[src/inc/sbtc_pkg.sv]
package sbtc_pkg;
  // ****************************************
  // register byte addresses
  // ****************************************
  localparam logic [7:0] SBTC_OFS_COUNT_LOW = 8'h00;
  localparam logic [7:0] SBTC_OFS_COUNT_HIGH = 8'h04;
  localparam logic [7:0] SBTC_OFS_PERIPH_FLAG = 8'h08;
  localparam logic [7:0] SBTC_OFS_PERIPH_ENABLE = 8'h0C;
  localparam logic [7:0] SBTC_OFS_COUNTER_CONTROL = 8'h10;
  localparam int SBTC_ADDR_W = 8;

  // ****************************************
  // control fields
  // ****************************************
  localparam int SBTC_CTL_RUN = 0;
  localparam int SBTC_CTL_CLK_SEL = 1;
  localparam int SBTC_CTL_SYNC_BYPASS = 2;
  localparam int SBTC_CTL_OSC_EN = 3;
  localparam int SBTC_CTL_PS_LO = 4;
  localparam int SBTC_CTL_PS_HI = 5;
  localparam logic [7:0] SBTC_CTL_WMASK = 8'h3F;
  localparam logic [7:0] SBTC_CTL_RESET = 8'h00;
  localparam int SBTC_FLAG_OVF = 0;
  localparam int SBTC_IE_OVF = 0;

  // ****************************************
  // count and prescaler
  // ****************************************
  localparam logic [15:0] SBTC_COUNT_MAX = 16'hFFFF;
  localparam logic [15:0] SBTC_COUNT_ZERO = 16'h0000;
  localparam logic [1:0] SBTC_PS_DIV1 = 2'h0;
  localparam logic [1:0] SBTC_PS_DIV2 = 2'h1;
  localparam logic [1:0] SBTC_PS_DIV4 = 2'h2;
  localparam logic [1:0] SBTC_PS_DIV8 = 2'h3;
  localparam logic [2:0] SBTC_PS_MASK1 = 3'h0;
  localparam logic [2:0] SBTC_PS_MASK2 = 3'h1;
  localparam logic [2:0] SBTC_PS_MASK4 = 3'h3;
  localparam logic [2:0] SBTC_PS_MASK8 = 3'h7;
  localparam logic [1:0] SBTC_PINS_INPUT = 2'h3;

  // ****************************************
  // bus answers
  // ****************************************
  localparam logic [1:0] SBTC_RESP_OKAY = 2'h0;
  localparam logic [1:0] SBTC_RESP_SLVERR = 2'h2;

  typedef enum logic [2:0] {
    SBTC_SEL_LOW = 3'b000,
    SBTC_SEL_HIGH = 3'b001,
    SBTC_SEL_FLAG = 3'b010,
    SBTC_SEL_IE = 3'b011,
    SBTC_SEL_CTL = 3'b100,
    SBTC_SEL_NONE = 3'b111
  } sbtc_sel_t;
endpackage

[src/rtl/sbtc_timer.sv]
// Local design decision: the AXI4-Lite slave port.
`timescale 1ns/1ps
module sbtc_timer
  import sbtc_pkg::*;
#(
  parameter int SYNC_STAGES = 2
) (
  input wire logic sys_clk,
  input wire logic rst,
  input wire logic [7:0] s_axi_awaddr,
  input wire logic s_axi_awvalid,
  output logic s_axi_awready,
  input wire logic [31:0] s_axi_wdata,
  input wire logic [3:0] s_axi_wstrb,
  input wire logic s_axi_wvalid,
  output logic s_axi_wready,
  output logic [1:0] s_axi_bresp,
  output logic s_axi_bvalid,
  input wire logic s_axi_bready,
  input wire logic [7:0] s_axi_araddr,
  input wire logic s_axi_arvalid,
  output logic s_axi_arready,
  output logic [31:0] s_axi_rdata,
  output logic [1:0] s_axi_rresp,
  output logic s_axi_rvalid,
  input wire logic s_axi_rready,
  input wire logic sleep,
  input wire logic osc_input_pin,
  input wire logic ext_clock_pin,
  input wire logic [1:0] port_c_direction,
  input wire logic ccp1_reset,
  input wire logic ccp2_reset,
  output logic overflow_irq,
  output logic wake_request,
  output logic osc_amp_enable,
  output logic [1:0] osc_pins_input,
  output logic timebase_valid
);

  // ****************************************
  // address decode
  // ****************************************
  function automatic sbtc_sel_t sel_of(input logic [SBTC_ADDR_W-1:0] a);
    case (a)
      SBTC_OFS_COUNT_LOW: sel_of = SBTC_SEL_LOW;
      SBTC_OFS_COUNT_HIGH: sel_of = SBTC_SEL_HIGH;
      SBTC_OFS_PERIPH_FLAG: sel_of = SBTC_SEL_FLAG;
      SBTC_OFS_PERIPH_ENABLE: sel_of = SBTC_SEL_IE;
      SBTC_OFS_COUNTER_CONTROL: sel_of = SBTC_SEL_CTL;
      default: sel_of = SBTC_SEL_NONE;
    endcase
  endfunction

  logic [7:0] aw_addr_reg, w_data_reg, control_reg;
  logic aw_held_reg, w_lane_reg, w_held_reg, bvalid_reg, rvalid_reg;
  logic [1:0] bresp_reg, rresp_reg, pins_in_reg, ps_sel;
  logic [31:0] rdata_reg;
  logic wr_fire, wr_low, wr_high, count_wr;
  sbtc_sel_t wr_sel, rd_sel;
  logic ovf_flag_reg, ovf_ie_reg, ext_prev_reg, sync_prev_reg;
  logic [15:0] count_reg, count_next;
  logic [2:0] pre_cnt_reg, ps_mask;
  logic [SYNC_STAGES-1:0] sync_reg;
  logic irq_reg, wake_reg, osc_amp_reg, timebase_reg;
  logic run, clk_sel, bypass, osc_en, ext_pin, ext_rise, src_tick;
  logic pre_full, pre_level, direct_tick, sync_tick, advance, ccp_reset, wrap;

  // ****************************************
  // axi4-lite slave
  // ****************************************
  assign wr_fire = aw_held_reg && w_held_reg && !bvalid_reg;
  assign wr_sel = sel_of(aw_addr_reg);
  assign rd_sel = sel_of(s_axi_araddr);
  assign wr_low = wr_fire && w_lane_reg && (wr_sel == SBTC_SEL_LOW);
  assign wr_high = wr_fire && w_lane_reg && (wr_sel == SBTC_SEL_HIGH);
  assign count_wr = wr_low || wr_high;

  // address and data are taken in either order, one write at a time
  always_ff @(posedge sys_clk or posedge rst) begin
    if (rst) begin
      aw_held_reg <= 1'b0;
      aw_addr_reg <= 8'h00;
    end else if (s_axi_awvalid && s_axi_awready) begin
      aw_held_reg <= 1'b1;
      aw_addr_reg <= s_axi_awaddr;
    end else if (wr_fire) begin
      aw_held_reg <= 1'b0;
    end
  end

  always_ff @(posedge sys_clk or posedge rst) begin
    if (rst) begin
      w_held_reg <= 1'b0;
      w_data_reg <= 8'h00;
      w_lane_reg <= 1'b0;
    end else if (s_axi_wvalid && s_axi_wready) begin
      w_held_reg <= 1'b1;
      w_data_reg <= s_axi_wdata[7:0];
      w_lane_reg <= s_axi_wstrb[0];
    end else if (wr_fire) begin
      w_held_reg <= 1'b0;
    end
  end

  always_ff @(posedge sys_clk or posedge rst) begin
    if (rst) begin
      bvalid_reg <= 1'b0;
      bresp_reg <= SBTC_RESP_OKAY;
    end else if (wr_fire) begin
      bvalid_reg <= 1'b1;
      bresp_reg <= (wr_sel == SBTC_SEL_NONE) ? SBTC_RESP_SLVERR : SBTC_RESP_OKAY;
    end else if (s_axi_bready) begin
      bvalid_reg <= 1'b0;
    end
  end

  // count is kept in the bus clock domain, so both bytes always read whole
  always_ff @(posedge sys_clk or posedge rst) begin
    if (rst) begin
      rvalid_reg <= 1'b0;
      rdata_reg <= 32'h0000_0000;
      rresp_reg <= SBTC_RESP_OKAY;
    end else if (s_axi_arvalid && s_axi_arready) begin
      rvalid_reg <= 1'b1;
      rresp_reg <= SBTC_RESP_OKAY;
      case (rd_sel)
        SBTC_SEL_LOW: rdata_reg <= {24'h000000, count_reg[7:0]};
        SBTC_SEL_HIGH: rdata_reg <= {24'h000000, count_reg[15:8]};
        SBTC_SEL_FLAG: rdata_reg <= {31'h00000000, ovf_flag_reg};
        SBTC_SEL_IE: rdata_reg <= {31'h00000000, ovf_ie_reg};
        SBTC_SEL_CTL: rdata_reg <= {24'h000000, control_reg & SBTC_CTL_WMASK};
        default: begin
          rdata_reg <= 32'h0000_0000;
          rresp_reg <= SBTC_RESP_SLVERR;
        end
      endcase
    end else if (s_axi_rready) begin
      rvalid_reg <= 1'b0;
    end
  end

  assign s_axi_awready = !aw_held_reg && !bvalid_reg;
  assign s_axi_wready = !w_held_reg && !bvalid_reg;
  assign s_axi_bvalid = bvalid_reg;
  assign s_axi_bresp = bresp_reg;
  assign s_axi_arready = !rvalid_reg;
  assign s_axi_rvalid = rvalid_reg;
  assign s_axi_rdata = rdata_reg;
  assign s_axi_rresp = rresp_reg;

  // ****************************************
  // software registers
  // ****************************************
  // rst stands for power-on and brown-out only
  always_ff @(posedge sys_clk or posedge rst) begin
    if (rst) begin
      control_reg <= SBTC_CTL_RESET;
    end else if (wr_fire && w_lane_reg && wr_sel == SBTC_SEL_CTL) begin
      control_reg <= w_data_reg & SBTC_CTL_WMASK;
    end
  end

  always_ff @(posedge sys_clk or posedge rst) begin
    if (rst) begin
      ovf_ie_reg <= 1'b0;
    end else if (wr_fire && w_lane_reg && wr_sel == SBTC_SEL_IE) begin
      ovf_ie_reg <= w_data_reg[SBTC_IE_OVF];
    end
  end

  // a wrap in the same cycle as a software clear keeps the flag set
  always_ff @(posedge sys_clk or posedge rst) begin
    if (rst) begin
      ovf_flag_reg <= 1'b0;
    end else if (wrap) begin
      ovf_flag_reg <= 1'b1;
    end else if (wr_fire && w_lane_reg && wr_sel == SBTC_SEL_FLAG) begin
      ovf_flag_reg <= w_data_reg[SBTC_FLAG_OVF];
    end
  end

  assign run = control_reg[SBTC_CTL_RUN];
  assign clk_sel = control_reg[SBTC_CTL_CLK_SEL];
  assign bypass = control_reg[SBTC_CTL_SYNC_BYPASS];
  assign osc_en = control_reg[SBTC_CTL_OSC_EN];
  assign ps_sel = control_reg[SBTC_CTL_PS_HI:SBTC_CTL_PS_LO];

  // ****************************************
  // clock source and prescaler
  // ****************************************
  assign ext_pin = osc_en ? osc_input_pin : ext_clock_pin;
  assign ext_rise = ext_pin && !ext_prev_reg;
  // the instruction clock stops in sleep; external edges keep coming
  assign src_tick = clk_sel ? ext_rise : !sleep;

  always_comb begin
    case (ps_sel)
      SBTC_PS_DIV1: ps_mask = SBTC_PS_MASK1;
      SBTC_PS_DIV2: ps_mask = SBTC_PS_MASK2;
      SBTC_PS_DIV4: ps_mask = SBTC_PS_MASK4;
      SBTC_PS_DIV8: ps_mask = SBTC_PS_MASK8;
      default: ps_mask = SBTC_PS_MASK1;
    endcase
  end

  assign pre_full = (pre_cnt_reg & ps_mask) == ps_mask;
  assign direct_tick = src_tick && pre_full;

  // prescaler output level, which the synchroniser samples
  always_comb begin
    case (ps_sel)
      SBTC_PS_DIV1: pre_level = ext_pin;
      SBTC_PS_DIV2: pre_level = pre_cnt_reg[0];
      SBTC_PS_DIV4: pre_level = pre_cnt_reg[1];
      SBTC_PS_DIV8: pre_level = pre_cnt_reg[2];
      default: pre_level = ext_pin;
    endcase
  end

  always_ff @(posedge sys_clk or posedge rst) begin
    if (rst) begin
      ext_prev_reg <= 1'b0;
    end else begin
      ext_prev_reg <= ext_pin;
    end
  end

  // prescaler keeps counting external edges in sleep (the internal source stops), it is not gated by the synchroniser
  always_ff @(posedge sys_clk or posedge rst) begin
    if (rst) begin
      pre_cnt_reg <= 3'h0;
    end else if (count_wr) begin
      pre_cnt_reg <= 3'h0;
    end else if (src_tick) begin
      pre_cnt_reg <= pre_cnt_reg + 3'h1;
    end
  end

  // ****************************************
  // synchroniser
  // ****************************************
  // shut off in sleep: stages hold, so no edge can be seen
  always_ff @(posedge sys_clk or posedge rst) begin
    if (rst) begin
      sync_reg <= '0;
      sync_prev_reg <= 1'b0;
    end else if (!sleep) begin
      sync_reg <= {sync_reg[SYNC_STAGES-2:0], pre_level};
      sync_prev_reg <= sync_reg[SYNC_STAGES-1];
    end
  end

  assign sync_tick = sync_reg[SYNC_STAGES-1] && !sync_prev_reg && !sleep;

  // internal source ignores the sync bit; unsynced path runs even in sleep
  always_comb begin
    if (!run) begin
      advance = 1'b0;
    end else if (!clk_sel) begin
      advance = direct_tick;
    end else if (bypass) begin
      advance = direct_tick;
    end else begin
      advance = sync_tick;
    end
  end

  // ****************************************
  // count
  // ****************************************
  assign ccp_reset = ccp1_reset || ccp2_reset;
  assign wrap = advance && !ccp_reset && !count_wr && (count_reg == SBTC_COUNT_MAX);

  always_comb begin
    count_next = count_reg;
    // a count write suppresses the whole reset, so the other byte is not cleared; it still steps if advance is set
    if (ccp_reset && !count_wr) begin
      count_next = SBTC_COUNT_ZERO;
    end else if (advance) begin
      count_next = count_reg + 16'h0001;
    end
    // software write last so that it beats the capture-compare reset
    if (wr_low) begin
      count_next[7:0] = w_data_reg;
    end
    if (wr_high) begin
      count_next[15:8] = w_data_reg;
    end
  end

  // no reset on purpose: count survives every device reset
  always_ff @(posedge sys_clk) begin
    count_reg <= count_next;
  end

  // ****************************************
  // outputs
  // ****************************************
  always_ff @(posedge sys_clk or posedge rst) begin
    if (rst) begin
      irq_reg <= 1'b0;
      wake_reg <= 1'b0;
    end else begin
      irq_reg <= ovf_flag_reg && ovf_ie_reg;
      wake_reg <= ovf_flag_reg && ovf_ie_reg && sleep && clk_sel && bypass;
    end
  end

  // oscillator is not stopped by sleep, only by its enable bit
  always_ff @(posedge sys_clk or posedge rst) begin
    if (rst) begin
      osc_amp_reg <= 1'b0;
      pins_in_reg <= SBTC_PINS_INPUT;
      timebase_reg <= 1'b1;
    end else begin
      osc_amp_reg <= osc_en;
      pins_in_reg <= osc_en ? SBTC_PINS_INPUT : port_c_direction;
      timebase_reg <= !(clk_sel && bypass);
    end
  end

  assign overflow_irq = irq_reg;
  assign wake_request = wake_reg;
  assign osc_amp_enable = osc_amp_reg;
  assign osc_pins_input = pins_in_reg;
  assign timebase_valid = timebase_reg;
endmodule

[config.mk]
export PLATFORM = sky130hd
export DESIGN_NAME = sbtc_timer
export DESIGN_NICKNAME = d
export VERILOG_FILES = /design/src/inc/sbtc_pkg.sv /design/src/rtl/sbtc_timer.sv
export SDC_FILE = /design/constraint.sdc
export NUM_CORES = 1
export LEC_CHECK = 0
export BUFFER_PORTS_ARGS = -buffer_cell sky130_fd_sc_hd__buf_2
export CAP_MARGIN = 20
export CORE_MARGIN = 1
export CORE_UTILIZATION = 56
export CTS_BUF_LIST = sky130_fd_sc_hd__clkbuf_4 sky130_fd_sc_hd__clkbuf_8
export CTS_CLUSTER_DIAMETER = 120
export DETAILED_ROUTE_END_ITERATION = 7
export PLACE_DENSITY = 0.87
export SYNTH_ARGS = -nofsm -noshare
export SYNTH_HDL_FRONTEND = slang
export SYNTH_SLANG_ARGS = --single-unit
[constraint.sdc]
create_clock -name sys_clk -period 7 [get_ports sys_clk]
set_clock_uncertainty 0.2 [all_clocks]
set_input_delay 0.7 -clock sys_clk [delete_from_list [all_inputs] [get_ports sys_clk]]
set_output_delay 0.7 -clock sys_clk [all_outputs]
set_load 0.01 [all_outputs]
==> out/metrics.yaml <==
status:
  status: "finished, final reports clean"
power:
  leakage_nw: 1.72
  power_density_nw_per_um2: 300
  fin_total_pwr_w: 0.00118
  irDropWorstVdd_uv: 181
cells_and_area:
  postLayoutCoreUtil_pct: 66.6
  largest_reg_flops: 16
  finalNonFillerCells: 449
  area.growth.synth_to_final_pct: 14.2
  nets: 437
  n_antenna_cell: 0
  fin_area_sq_um: 3940
  drive_gt1_share_pct: 31.6
worst_setup_path:
  end_kind: "flip-flop"
  start_kind: "flip-flop"
  criticalPathCategory: "flip-flop to flip-flop"
  cp.required_ns: 6.80
  reg2regPathDepth: 5
  critPathMaxFanout: 9
  r2r-start: "aw_addr_reg[0]"
  r2r_slack_ns: 3.68
  worstPathArrival_ns: 3.12
  timing.rr.end: "count_reg[3]"
logic_synthesis:
  synth.area.top_cells: "dfrtp_1 36%, edfxtp_1 14%, mux2_2 8.8%"
  syn_area_sq_um: 3450
  synth_warnings: 0
  synth-async-reset-ratio_pct: 76.5
  synth_edf_count: 16
  synthCells: 305
  yosysTopAreaCell: "dfrtp_1"
  synthTopCellsByCount: "49 x dfrtp_1, 27 x buf_4, 27 x mux2_2, 27 x nand2_1, 16 x edfxtp_1"
  ys_types: 46
  synthMostInstantiatedCell: "dfrtp_1"
  synth_seq_area_share_pct: 51.7
  postSynthAreaPerCell_sq_um: 11.3
  synth_top_area_share_pct: 35.5
  synth_seq_cells: 68
  dominantRegCellSynth: "dfrtp_1"
placed_design:
  place_congestion: 0.912
  placedCellCount: 432
  dp_hpwl_mm: 4.82
  dpl-instance-area_sq_um: 3710
  portBuffers: 59
sta:
  maxSlewHeadroom_pct: 42.1
  setup_viol: 0
  period_share_pct: 47.5
  fmax_ghz: 0.301
  rsz0062_at_grt: "false"
  fin_crit_ns: 3.32
  tightest_slew_ns: 0.867
  setup_tns_ns: 0
  finalHoldViolCount: 0
  maxSlewViolCount: 0
drt:
  drc: 0
  ant_nets: 0
  dr.pass1.iters: 4
  num_vias: 2449
  wl_mm: 6.56
  vias_per_cell: 5.45
  routedWlPerCell_um: 14.6
  drt_iter0_markers: 241
floorplanning:
  fp-row-count: 28
  coreArea_sq_um: 5920
  die_h_um: 80.5
  start_util_pct: 58.3
  ioPinCount: 113
  die_width_um: 80.5
  fp.dieArea_sq_um: 6480
clocking:
  cts_tree: "done"
  numCtsBuffers: 9
  clock_latency_ns: 0.34
  cts_resized: 0
  clk_path_buf_depth: 2
  cts_hold_buf: 0
  cts_root_buf: "clkbuf_8"
  clk_pin_slew_worst_paths_ns: 0.07
  htree_levels: 3
  cts_setup_buffers: 0
  clock-sinks: 68
global_routing:
  grt_max_degree: 53
  first_global_vias: 2277
  antenna_found_initial: 0
  grt_usage_pct: 22.4
  grt_pass1_wl_mm: 10.7
  grt_overflow_total: 0
hold_path:
  hold_path_class: "input port to async pin"
flow_run:
  drv_cap: 0
==> worst max-delay path, stage by stage, from the launching register on <==
cell	delay, ns
dfrtp_1	0.39
or4_4	0.56
nor4_4	0.30
nor2b_1	0.54
mux2i_2	0.56
nand2b_1	0.43
==> metrics by stage <==
| stage | hold WS [ns] | worst slack [ns] |
|---|---|---|
| 3_3_place_gp | 0.258 | 3.75 |
| 2_1_floorplan | 0.223 | 4.28 |
| 6_report | 0.214 | 3.68 |
| 4_1_cts | 0.280 | 3.67 |
| 3_5_place_dp | 0.265 | 3.68 |
| 5_1_grt | 0.250 | 3.48 |
==> cell type report <==
| type | instances | area [sq um] |
|---|---|---|
| clock buffer | 13 | 160 |
| clock inverter | 3 | 40.0 |
| fill | 484 | 1980 |
| inverter | 10 | 37.5 |
| multi-input combinational | 220 | 1500 |
| sequential | 68 | 1790 |
| tap | 75 | 93.8 |
| timing repair buffer | 60 | 323 |
==> layout by cell type, fill, tap and decap left out, types with 7 or more instances in the layout <==
cell	n
o21ai_0	14
xnor2_1	9
mux2_2	27
o21ai_1	8
nor2_1	15
xor2_1	7
inv_1	9
nand2_1	27
edfxtp_1	16
dfrtp_1	49
o2bb2ai_1	8
buf_2	59
clkbuf_8	10
nor2b_1	10
conb_1	26
nand3_1	8
==> report_power, final <==
part           internal, W  total (W)  switching (W)
logic             0.000133   0.000244       0.000111
clock network     0.000185   0.000325       0.000140
registers         0.000506   0.000614       0.000108
total             0.000824    0.00118       0.000359
==> worst max-delay path by stage <==
stage / start / end / slack, ns / cells after the start
6_report: aw_addr_reg[0] / count_reg[3] / 3.68 / 5
5_1_grt: aw_addr_reg[1] / count_reg[4] / 3.48 / 5
4_1_cts: aw_addr_reg[0] / count_reg[4] / 3.67 / 5
3_5_place_dp: aw_addr_reg[1] / count_reg[6] / 3.68 / 5
3_3_place_gp: aw_addr_reg[1] / count_reg[5] / 3.75 / 5
2_1_floorplan: aw_addr_reg[1] / count_reg[10] / 4.28 / 6
==> layer usage <==
metal	GRT usage, %	part of all wire [%]	vias to the layer above
li1	-	-	1169
met1	28.7	45	1163
met2	35.7	47	102
met3	4.43	5.3	15
met4	12.1	2.6	0
met5	0	0	-
==> cells by family (layout without fill, tap and decap cells) <==
kind of cell / Yosys count / in the layout / synth area share [%]
compound gates: 51 / 51 / 9.82
xor+xnor: 16 / 16 / 4.06
fa+ha+maj: 2 / 2 / 0.725
buf+inv: 42 / 86 / 7.50
flops: 68 / 68 / 51.7
mux: 35 / 35 / 12.1
other cells: 1 / 26 / 0.109
simple gates: 90 / 90 / 14.0
Note: power is estimated with default switching activity, not from simulation.
